## src/hdl/dapt_pkg.sv

```systemverilog
package dapt_pkg;
  localparam int NumBanks = 4;
  localparam int BankWidth = 2;
  localparam int CntWidth = 8;
  localparam int ClkPeriodPs = 5000;
  // Analog times in picoseconds.
  localparam int TrasPs = 40000;
  localparam int TrtpPs = 7500;
  localparam int TrpPs = 15000;
  localparam int TwrPs = 15000;
  localparam int TrcPs = 55000;
  // Cycle counts, rounded up.
  localparam int TrasCyc = (TrasPs + ClkPeriodPs - 1) / ClkPeriodPs;
  localparam int RtpCyc = (TrtpPs + ClkPeriodPs - 1) / ClkPeriodPs;
  localparam int TrpCyc = (TrpPs + ClkPeriodPs - 1) / ClkPeriodPs;
  localparam int TwrCyc = (TwrPs + ClkPeriodPs - 1) / ClkPeriodPs;
  localparam int TrcCyc = (TrcPs + ClkPeriodPs - 1) / ClkPeriodPs;
  localparam int AddLat = 0;
  localparam int CasLat = 4;
  localparam int WrLat = AddLat + CasLat - 1;
  localparam int PrefetchGap = 2;
  localparam int PchSpacing = 1;
  typedef enum logic [2:0] {CmdNop, CmdAct, CmdRd, CmdWr, CmdPre} dapt_cmd_t;
endpackage

```

## src/hdl/dapt_if.sv

```systemverilog
`timescale 1ns/1ps
interface dapt_if;
  import dapt_pkg::*;
  dapt_cmd_t cmd;
  logic [1:0] bank;
  logic autoCloseFlag;
  logic burstLen8;
  logic [NumBanks-1:0] bankOpen;
  logic [NumBanks-1:0] prechargeStart;
  modport ctrl (output cmd, bank, autoCloseFlag, burstLen8, input bankOpen, prechargeStart);
  modport mem (input cmd, bank, autoCloseFlag, burstLen8, output bankOpen, prechargeStart);
endinterface

```

## src/hdl/dapt_down_counter.sv

```systemverilog
`timescale 1ns/1ps
module dapt_down_counter
  import dapt_pkg::*;
#(
  parameter int Width = CntWidth
)
(
  input wire logic clk,
  input wire logic rst_n,
  input wire logic load,
  input wire logic [Width-1:0] value,
  output logic done
);
  logic [Width-1:0] count;
  assign done = (count == '0);
  always_ff @(posedge clk)
  begin
    if (!rst_n)
      count <= '0;
    else if (load)
      count <= value;
    else if (!done)
      count <= count - 1'b1;
  end
endmodule // dapt_down_counter

```

## src/hdl/dapt_ctrl_end.sv

```systemverilog
`timescale 1ns/1ps
module dapt_ctrl_end
  import dapt_pkg::*;
(
  input wire logic clk,
  input wire logic rst_n,
  input wire dapt_cmd_t reqCmd,
  input wire logic [1:0] reqBank,
  input wire logic reqAutoClose,
  input wire logic reqBurst8,
  output logic reqReady,
  dapt_if.ctrl link
);
  localparam logic [CntWidth-1:0] RdPre4 = CntWidth'(AddLat + 2 + ((RtpCyc > 2) ? RtpCyc : 2) - 2);
  localparam logic [CntWidth-1:0] RdPre8 = CntWidth'(AddLat + 4 + ((RtpCyc > 2) ? RtpCyc : 2) - 2);
  localparam logic [CntWidth-1:0] WrPre4 = CntWidth'(WrLat + 2 + TwrCyc);
  localparam logic [CntWidth-1:0] WrPre8 = CntWidth'(WrLat + 4 + TwrCyc);
  localparam logic [CntWidth-1:0] RdAp4 = CntWidth'(AddLat + RtpCyc + TrpCyc - 1);
  localparam logic [CntWidth-1:0] RdAp8 = CntWidth'(AddLat + 2 + RtpCyc + TrpCyc - 1);
  localparam logic [CntWidth-1:0] WrAp4 = CntWidth'(WrLat + 2 + TwrCyc + TrpCyc - 1);
  localparam logic [CntWidth-1:0] WrAp8 = CntWidth'(WrLat + 4 + TwrCyc + TrpCyc - 1);
  localparam logic [CntWidth-1:0] RasLoad = CntWidth'(TrasCyc - 1);
  localparam logic [CntWidth-1:0] RcLoad = CntWidth'(TrcCyc - 1);
  localparam logic [CntWidth-1:0] RpLoad = CntWidth'(TrpCyc - 1);
  logic [NumBanks-1:0] okAct, okPre, isOpen;
  logic prevPre;
  genvar b;
  generate
    for (b = 0; b < NumBanks; b++)
    begin : g_bank
      wire hit = (reqBank == BankWidth'(b));
      wire go = reqReady && (reqCmd != CmdNop);
      wire act = go && hit && (reqCmd == CmdAct);
      wire rd = go && hit && (reqCmd == CmdRd);
      wire wr = go && hit && (reqCmd == CmdWr);
      wire pre = go && (reqCmd == CmdPre) && (hit || reqAutoClose);
      logic rasOk, rcOk, preOk, actOk;
      logic [CntWidth-1:0] preVal, actVal;
      always_comb
      begin
        preVal = reqBurst8 ? RdPre8 : RdPre4;
        actVal = reqBurst8 ? RdAp8 : RdAp4;
        if (wr)
        begin
          preVal = reqBurst8 ? WrPre8 : WrPre4;
          actVal = reqBurst8 ? WrAp8 : WrAp4;
        end
        else if (pre)
          actVal = RpLoad;
      end
      dapt_down_counter u_ras (.clk(clk), .rst_n(rst_n), .load(act), .value(RasLoad), .done(rasOk));
      dapt_down_counter u_rc (.clk(clk), .rst_n(rst_n), .load(act), .value(RcLoad), .done(rcOk));
      dapt_down_counter u_pre (.clk(clk), .rst_n(rst_n), .load(rd || wr), .value(preVal),
        .done(preOk));
      dapt_down_counter u_act (.clk(clk), .rst_n(rst_n),
        .load(pre || ((rd || wr) && reqAutoClose)), .value(actVal), .done(actOk));
      always_ff @(posedge clk)
      begin
        if (!rst_n)
          isOpen[b] <= 1'b0;
        else if (act)
          isOpen[b] <= 1'b1;
        else if (pre || ((rd || wr) && reqAutoClose))
          isOpen[b] <= 1'b0;
      end
      assign okAct[b] = !isOpen[b] && rcOk && actOk;
      assign okPre[b] = rasOk && preOk && actOk;
    end
  endgenerate
  wire preAll = reqAutoClose;
  wire preLegal = (preAll ? &okPre : okPre[reqBank]) && !prevPre;
  always_comb
  begin
    unique case (reqCmd)
      CmdAct: reqReady = okAct[reqBank];
      CmdRd, CmdWr: reqReady = isOpen[reqBank];
      CmdPre: reqReady = preLegal;
      default: reqReady = 1'b1;
    endcase
  end
  always_ff @(posedge clk)
  begin
    if (!rst_n)
    begin
      link.cmd <= CmdNop;
      link.bank <= 2'h0;
      link.autoCloseFlag <= 1'b0;
      link.burstLen8 <= 1'b0;
      prevPre <= 1'b0;
    end
    else
    begin
      link.cmd <= reqReady ? reqCmd : CmdNop;
      link.bank <= reqBank;
      link.autoCloseFlag <= reqAutoClose;
      link.burstLen8 <= reqBurst8;
      prevPre <= reqReady && (reqCmd == CmdPre);
    end
  end
endmodule // dapt_ctrl_end

```

## src/flat_wrapper.sv

```systemverilog
// flat-port wrapper written by rule: the top's interface ports become plain ports
module dapt_ctrl_end_flat import dapt_pkg::*;
  (clk, rst_n, reqCmd, reqBank, reqAutoClose, reqBurst8, reqReady, link_cmd, link_bank, link_autoCloseFlag, link_burstLen8, link_bankOpen, link_prechargeStart);
  dapt_if link_i ();
  input wire logic clk;
  input wire logic rst_n;
  input wire dapt_cmd_t reqCmd;
  input wire logic [1:0] reqBank;
  input wire logic reqAutoClose;
  input wire logic reqBurst8;
  output logic reqReady;
  output wire logic [$bits(link_i.cmd)-1:0] link_cmd;
  output wire logic [$bits(link_i.bank)-1:0] link_bank;
  output wire logic [$bits(link_i.autoCloseFlag)-1:0] link_autoCloseFlag;
  output wire logic [$bits(link_i.burstLen8)-1:0] link_burstLen8;
  input wire logic [$bits(link_i.bankOpen)-1:0] link_bankOpen;
  input wire logic [$bits(link_i.prechargeStart)-1:0] link_prechargeStart;
  assign link_cmd = link_i.cmd;
  assign link_bank = link_i.bank;
  assign link_autoCloseFlag = link_i.autoCloseFlag;
  assign link_burstLen8 = link_i.burstLen8;
  assign link_i.bankOpen = link_bankOpen;
  assign link_i.prechargeStart = link_prechargeStart;
  dapt_ctrl_end u_core (.clk(clk), .rst_n(rst_n), .reqCmd(reqCmd), .reqBank(reqBank), .reqAutoClose(reqAutoClose), .reqBurst8(reqBurst8), .reqReady(reqReady), .link(link_i));
endmodule
```

## config.mk

```make
export PLATFORM = sky130hd
export DESIGN_NAME = dapt_ctrl_end_flat
export DESIGN_NICKNAME = d
export VERILOG_FILES = /design/src/hdl/dapt_pkg.sv /design/src/hdl/dapt_if.sv /design/src/hdl/dapt_down_counter.sv /design/src/hdl/dapt_ctrl_end.sv /design/src/flat_wrapper.sv
export SDC_FILE = /design/constraint.sdc
export NUM_CORES = 1
export LEC_CHECK = 0
export ABC_AREA = 1
export BUFFER_PORTS_ARGS = -buffer_cell sky130_fd_sc_hd__buf_2
export CAP_MARGIN = 10
export CELL_PAD_IN_SITES_DETAIL_PLACEMENT = 1
export CELL_PAD_IN_SITES_GLOBAL_PLACEMENT = 1
export CORE_MARGIN = 2
export CORE_UTILIZATION = 40
export CTS_CLUSTER_DIAMETER = 40
export DETAILED_ROUTE_END_ITERATION = 10
export GPL_ROUTABILITY_DRIVEN = 0
export HOLD_SLACK_MARGIN = 0.05
export PLACE_DENSITY_LB_ADDON = 0.08
export SLEW_MARGIN = 20
export SYNTH_ARGS = -nofsm -noshare
export SYNTH_HDL_FRONTEND = slang
export SYNTH_HIERARCHICAL = 1
export SYNTH_SLANG_ARGS = --single-unit
```

## constraint.sdc

```tcl
create_clock -name clk -period 7.5 [get_ports clk]
set_input_delay 0.375 -clock clk [delete_from_list [all_inputs] [get_ports clk]]
set_output_delay 0.375 -clock clk [all_outputs]
set_load 0.005 [all_outputs]
```

== Word level (Yosys, flattened, before mapping) ==
Cells that the tools add are included.

* Flip-flop bits (word level): 140
* Bits in latches: 0
* Memory bits (writable): 0
* Memory bits (read-only): 0
* Input bits: 17
* Output and inout bits: 8
* Logic and storage cells: 228
* Memories kept: 0

* Add/sub/neg operators: 16
* Multiply operators: 0
* Divide/modulo/power cells: 0
* Order comparisons: 1
* Eq/ne operators: 23
* Shift operators: 0
* Muxes and demuxes: 64
* Bitwise logic cells: 1
* Reductions and logical operators: 90

{| class="wikitable"
|+ Operators with widths
! operator !! number
|-
| 2-to-1 mux 8 bit || 28
|-
| zero test 8 bit || 16
|-
| subtractor 8 x 1 -> 8 bit, second input constant || 16
|-
| logical AND 1 bit || 44
|-
| 2-to-1 mux 4 bit || 8
|-
| 2-to-1 mux 3 bit || 10
|-
| inequality test 2 x 1 -> 1 bit, second input constant || 8
|-
| inequality test 2 bit, second input constant || 8
|-
| logical OR 1 bit || 12
|-
| 2-to-1 mux 1 bit || 12
|-
| OR reduction 2 bit || 5
|-
| nonzero test 2 bit || 4
|-
| binary-select mux 1 bit (select 2 bit) || 3
|-
| == test 3 x 2 -> 1 bit, second input constant || 2
|-
| zero test 1 bit || 5
|-
| == test 2 bit, second input constant || 2
|-
| 2-to-1 mux 2 bit || 2
|-
| AND reduction 4 bit || 1
|-
| == test 3 x 1 -> 1 bit, second input constant || 1
|-
| == test 3 bit, second input constant || 1
|-
| < comparator 2 x 3 -> 1 bit, second input constant || 1
|-
| one-hot mux 1 bit (3 select lines) || 1
|-
| nonzero test 3 bit || 1
|-
| == test 2 x 1 -> 1 bit, second input constant || 1
|-
| other kinds (3) || 3
|}

== Logic depth before layout (Yosys ltp) ==
* Depth after elaboration: 16
* Depth in mapped cells: 20
* Gate-level depth less buffers: 20

== Cells and area by module ==
The synthesis kept the hierarchy.

{| class="wikitable"
|+ Modules (own cells, without submodules)
! module !! instances !! cells an instance !! area each (um^2)
|-
| dapt_down_counter || 16 || 71 || 462.9
|-
| dapt_ctrl_end || 1 || 165 || 1034.7
|}

== Worst setup path before layout ==
No wires, ideal clock.

* Path kind: register to register
* Start point: register u_core.g_bank[3].u_act.count[0]
* End point: register u_core.g_bank[0].u_ras.count[5]
* Setup time: 64 ps
* Arrival time: 2305 ps
* Slack: 5131 ps
* Stages on the path, launching flop included: 21
* Path buffers: 0
* Clock period less this slack: 2369 ps
* Cell sequence: dfxtp_1 inv_1 ha_1 nand2_2 nor2_4 nand2_1 nor2_1 nor2_1 nor2_1 nand3_1 nand3_4 nand2_8 nor2_4 nand2_1 inv_1 inv_2 nand2_2 clkinv_2 nor2_1 nand2_1 nor2_1

* Word-level cells in the longest chain between the ends: 11
* Elaborated cells on any way between the ends: 15
* Classes of those cells: mux (6); reduce/logical (9)

{| class="wikitable"
|+ Ends and longest elaborated chain
! element !! RTL line !! source
|-
| start, declared || dapt_down_counter.sv:14 || <nowiki>logic [Width-1:0] count;</nowiki>
|-
| start signal, assigned || dapt_down_counter.sv:21 || <nowiki>count <= value;</nowiki>
|-
| start signal, assigned || dapt_down_counter.sv:23 || <nowiki>count <= count - 1'b1;</nowiki>
|-
| zero test 8 bit * || dapt_down_counter.sv:15 || <nowiki>assign done = (count == '0);</nowiki>
|-
| via u_core.g_bank[3].actOk || dapt_ctrl_end.sv:37 || <nowiki>logic rasOk, rcOk, preOk, actOk;</nowiki>
|-
| logical AND 1 bit || dapt_ctrl_end.sv:67 || <nowiki>assign okPre[b] = rasOk && preOk && actOk;</nowiki>
|-
| binary-select mux 1 bit (select 2 bit) || dapt_ctrl_end.sv:71 || <nowiki>wire preLegal = (preAll ? &okPre : okPre[reqBank]) && !prevPre;</nowiki>
|-
| 2-to-1 mux 1 bit (not written as such) || dapt_ctrl_end.sv:71 ||
|-
| 2-to-1 mux 1 bit || dapt_ctrl_end.sv:71 ||
|-
| logical AND 1 bit || dapt_ctrl_end.sv:71 ||
|-
| one-hot mux 1 bit (3 select lines) * || dapt_ctrl_end.sv:74 || <nowiki>unique case (reqCmd)</nowiki>
|-
| via reqReady || flat_wrapper.sv:11 || <nowiki>output logic reqReady;</nowiki>
|-
| logical AND 1 bit * || dapt_ctrl_end.sv:32 || <nowiki>wire go = reqReady && (reqCmd != CmdNop);</nowiki>
|-
| logical AND 1 bit * (2 in series) || dapt_ctrl_end.sv:33 || <nowiki>wire act = go && hit && (reqCmd == CmdAct);</nowiki>
|-
| via u_core.g_bank[0].act || dapt_ctrl_end.sv:33 ||
|-
| OR reduction 2 bit (no line) * || - ||
|-
| end signal, assigned || dapt_down_counter.sv:21 ||
|-
| end signal, assigned || dapt_down_counter.sv:23 ||
|-
| end, declared || dapt_down_counter.sv:14 ||
|}

Mark *: on every way through the listed nets, which the timed path passes. The rest lies on a longest branch. The select of a mux whose other input is x is not followed.
A chain may end at the register's enable or synchronous reset.

== Worst setup path in the final report ==
* Start point: register u_core.g_bank[1].u_act.count[0]
* End point: register u_core.g_bank[0].u_ras.count[5]

* Word-level cells in the longest chain between the ends: 11
* Elaborated cells on any way between the ends: 15
* Classes of those cells: mux (6); reduce/logical (9)

{| class="wikitable"
|+ Ends and longest elaborated chain
! element !! RTL line
|-
| start, declared || dapt_down_counter.sv:14
|-
| start signal, assigned || dapt_down_counter.sv:21
|-
| start signal, assigned || dapt_down_counter.sv:23
|-
| zero test 8 bit * || dapt_down_counter.sv:15
|-
| via u_core.g_bank[1].actOk || dapt_ctrl_end.sv:37
|-
| logical AND 1 bit || dapt_ctrl_end.sv:67
|-
| binary-select mux 1 bit (select 2 bit) || dapt_ctrl_end.sv:71
|-
| 2-to-1 mux 1 bit (not written as such) || dapt_ctrl_end.sv:71
|-
| 2-to-1 mux 1 bit || dapt_ctrl_end.sv:71
|-
| logical AND 1 bit || dapt_ctrl_end.sv:71
|-
| one-hot mux 1 bit (3 select lines) * || dapt_ctrl_end.sv:74
|-
| logical AND 1 bit * || dapt_ctrl_end.sv:32
|-
| logical AND 1 bit * (2 in series) || dapt_ctrl_end.sv:33
|-
| via u_core.g_bank[0].act || dapt_ctrl_end.sv:33
|-
| OR reduction 2 bit (no line) * || -
|}

Marks and branches as above.

==> flow_metrics.tcl <==
set metrics [dict create \
    synth.yosys.warnings 6 \
    seq_area_frac_synth 0.332 \
    vias 8344 \
    grt.total_usage 0.210 \
    pwr_density_cell_nw_per_um2 466 \
    clk_latency_ps 430 \
    cpMostUsedCell "nand2_1" \
    final-setup-viol-count 0 \
    drv_cap 0 \
    cts.sinks 140 \
    cpLargestDelayFamily "simple AND/OR/NAND/NOR gates" \
    dpl.hpwl_um 16500 \
    crit_chain "inv_1, ha_1, nand2_2, nor2_4, nand2_1, nand3_1, nand2_1, nor2_1, nand3_1, nand3_4, nand2_8, nor2_4, nand2_1, inv_1, inv_2, nand2_2, clkinv_2, nor2_1, nand2_1, nor2_1" \
    rows 53 \
    critical_path.max_fanout 14 \
    arrival_ps 3450 \
    cts-buffers-inserted 17 \
    grt.busiest_layer "met2" \
    async_reset_ff_frac 0 \
    fin_crit_sh 0.411 \
    min_period_ps 3080 \
    synth_edf_count 0 \
    critical-path-max-stage-delay_ps 400 \
    avgSynthCellArea_sq_um 6.49 \
    startpoint_type "flip-flop" \
    grt_pass1_vias 8307 \
    grt_antenna_before_repair 0 \
    finalClockSkew_ps 10.2 \
    finalHoldViolCount 0 \
    fmax_mhz 325 \
    ff2ff_setup_slack_ps 4420 \
    required_ps 7870 \
    port_buffers 16 \
    grt_pass1_wl_um 38300 \
    met3_usage 0.0318 \
    first_iter_violations 280 \
    yosys-top-cells-area "dfxtp_1 (33%), nor2_1 (11%), nand2_1 (11%)" \
    min_from "reqCmd[1]" \
    ios 25 \
    outcome "completed" \
    tightest_slew_ps 879 \
    clk_pin_slew_ps 60 \
    p_leak_nw 4.63 \
    drive_gt1_frac 0.121 \
    critPathSlowestCell "inv_1" \
    cts_tree "built" \
    synthCells 1301 \
    cts_resized 0 \
    synth_top_cell_area_share 0.332 \
    final_max_slew_viol_count 0 \
    syn-cell-area_sq_um 8440 \
    htree_levels 4 \
    synthTopCellsByCount "nor2_1 (253), nand2_1 (241), dfxtp_1 (140)" \
    crit_path_start "u_core/g_bank[1].u_act/count[0]$_SDFFE_PN0P_" \
    cts_hold_buf 0 \
    initial_utilization 0.404 \
    wl_per_cell_um 12.8 \
    core_area_sq_um 20900 \
    grt_overflow 0 \
    ctsRootBufferMaster "clkbuf_16" \
    synth.distinct_cells 30 \
    grt_max_degree 55 \
    place_area_sq_um 9230 \
    power_mw 4.57 \
    yosysTopAreaCell "dfxtp_1" \
    drtAntennaViolNets 0 \
    synth-seq-cells 140 \
    slew_headroom 0.409 \
    wirelength_um 22100 \
    cts_buffer_depth 2 \
    die_w_um 149 \
    syn_to_final_growth_pct 16.3 \
    cts_setup_buffers 0 \
    dp.cells 1693 \
    worstHoldPathType "in2reg" \
    rsz0062_at_grt "false" \
    antennaDiodeCount 0 \
    design_area_sq_um 9820 \
    synth_most_common_cell "nor2_1" \
    met2_usage 0.352 \
    ir_drop_uv 176 \
    r2r-start "u_core/g_bank[1].u_act/count[0]$_SDFFE_PN0P_" \
    crit_buf_inv 4 \
    critPathKind "reg2reg" \
    firstDrtPassIters 4 \
    die-area_sq_um 22300 \
    fin_tns_setup_ps 0 \
    die_h_um 149 \
    grtUsageMet1 0.279 \
    drc 0 \
    finalNonFillerCells 1724 \
    synth_ff_type "dfxtp_1" \
    viasPerCell 4.84 \
    endpoint_kind "flip-flop" \
    fin_nets 1474 \
]
[worst paths after layout]
check             depth (start not counted)                                           end
setup / recovery                         20  u_core/g_bank[0].u_ras/count[5]$_SDFFE_PN0P_
hold / removal                            2                     u_core/prevPre$_SDFF_PN0_
setup reg to reg                         20  u_core/g_bank[0].u_ras/count[5]$_SDFFE_PN0P_
hold reg to reg                           1  u_core/g_bank[3].u_act/count[0]$_SDFFE_PN0P_
[area by class of cell]
type	count	area (sq um)
tap	275	344
timing repair buffer	17	87.6
sequential	140	2800
multi-input combinational	1089	5330
inverter	172	666
clock buffer	20	467
fill	2859	11100
clock inverter	11	118
[sequential cells by signal, indices dropped and copies added, names as in the netlist]
register / cells
u_core/isOpen: 4
u_core/link.burstLen8: 1
u_core/g_bank.u_rc/count: 32
u_core/prevPre: 1
u_core/link.cmd: 3
u_core/link.bank: 2
u_core/link.autoCloseFlag: 1
u_core/g_bank.u_act/count: 32
u_core/g_bank.u_pre/count: 32
u_core/g_bank.u_ras/count: 32
[worst reg2reg max path, stage by stage (launching register included)]
cell	delay, ps
dfxtp_1	320
inv_1	100
ha_1	260
nand2_2	110
nor2_4	180
nand2_1	120
nand3_1	90
nand2_1	60
nor2_1	90
nand3_1	110
nand3_4	150
nand2_8	90
nor2_4	140
nand2_1	90
inv_1	400
inv_2	180
nand2_2	190
clkinv_2	100
nor2_1	100
nand2_1	60
nor2_1	70
[report_power, final]
part | leakage, nW | internal (mW) | switching (mW) | total (mW)
combinational | 3.19 | 0.899 | 1.52 | 2.42
clock | 0.288 | 0.512 | 0.332 | 0.844
sequential | 1.16 | 1.05 | 0.260 | 1.31
total | 4.63 | 2.46 | 2.11 | 4.57
[per-stage QoR]
step           setup WS, ps  hold slack [ps]   util
6_report               4420              158  0.470
5_1_grt                4060              166  0.470
4_1_cts                4390              137  0.470
3_5_place_dp           4420              448  0.442
3_3_place_gp           4470              441  0.442
2_1_floorplan          5130              428      -
[cell usage in the layout, fill, tap and decap left out, drive strengths merged]
cell and instances:
conb 104, nand2 286, nor4 1, xnor2 16, buf 17, bufinv 2, a21oi 90, clkinv 26
dfxtp 140, clkinvlp 2, nor3 17, o21bai 1, xor2 16, nand3b 16, nand3 81, nor2 291
clkbuf 20, inv 153, o21ai 117, ha 20, nand4 17, o211ai 16
[cells by family (layout without fill, tap and decap cells)]
group,count (synthesis),after routing,share of synthesized area
and+or+nand+nor,709,709,0.382
adders and majority gates,20,20,0.0296
buffers and inverters,174,220,0.0818
DFF,140,140,0.332
xor gates and xnor gates,32,32,0.0332
other,2,104,0.000890
AOI/OAI and AO/OA,224,224,0.140
[per-layer routing]
metal	part of all wire	wire [um]
met4	0.014	301
met5	0	0
met1	0.50	11100
met3	0.021	459
met2	0.46	10200
Note: power is estimated with default switching activity, not from simulation.
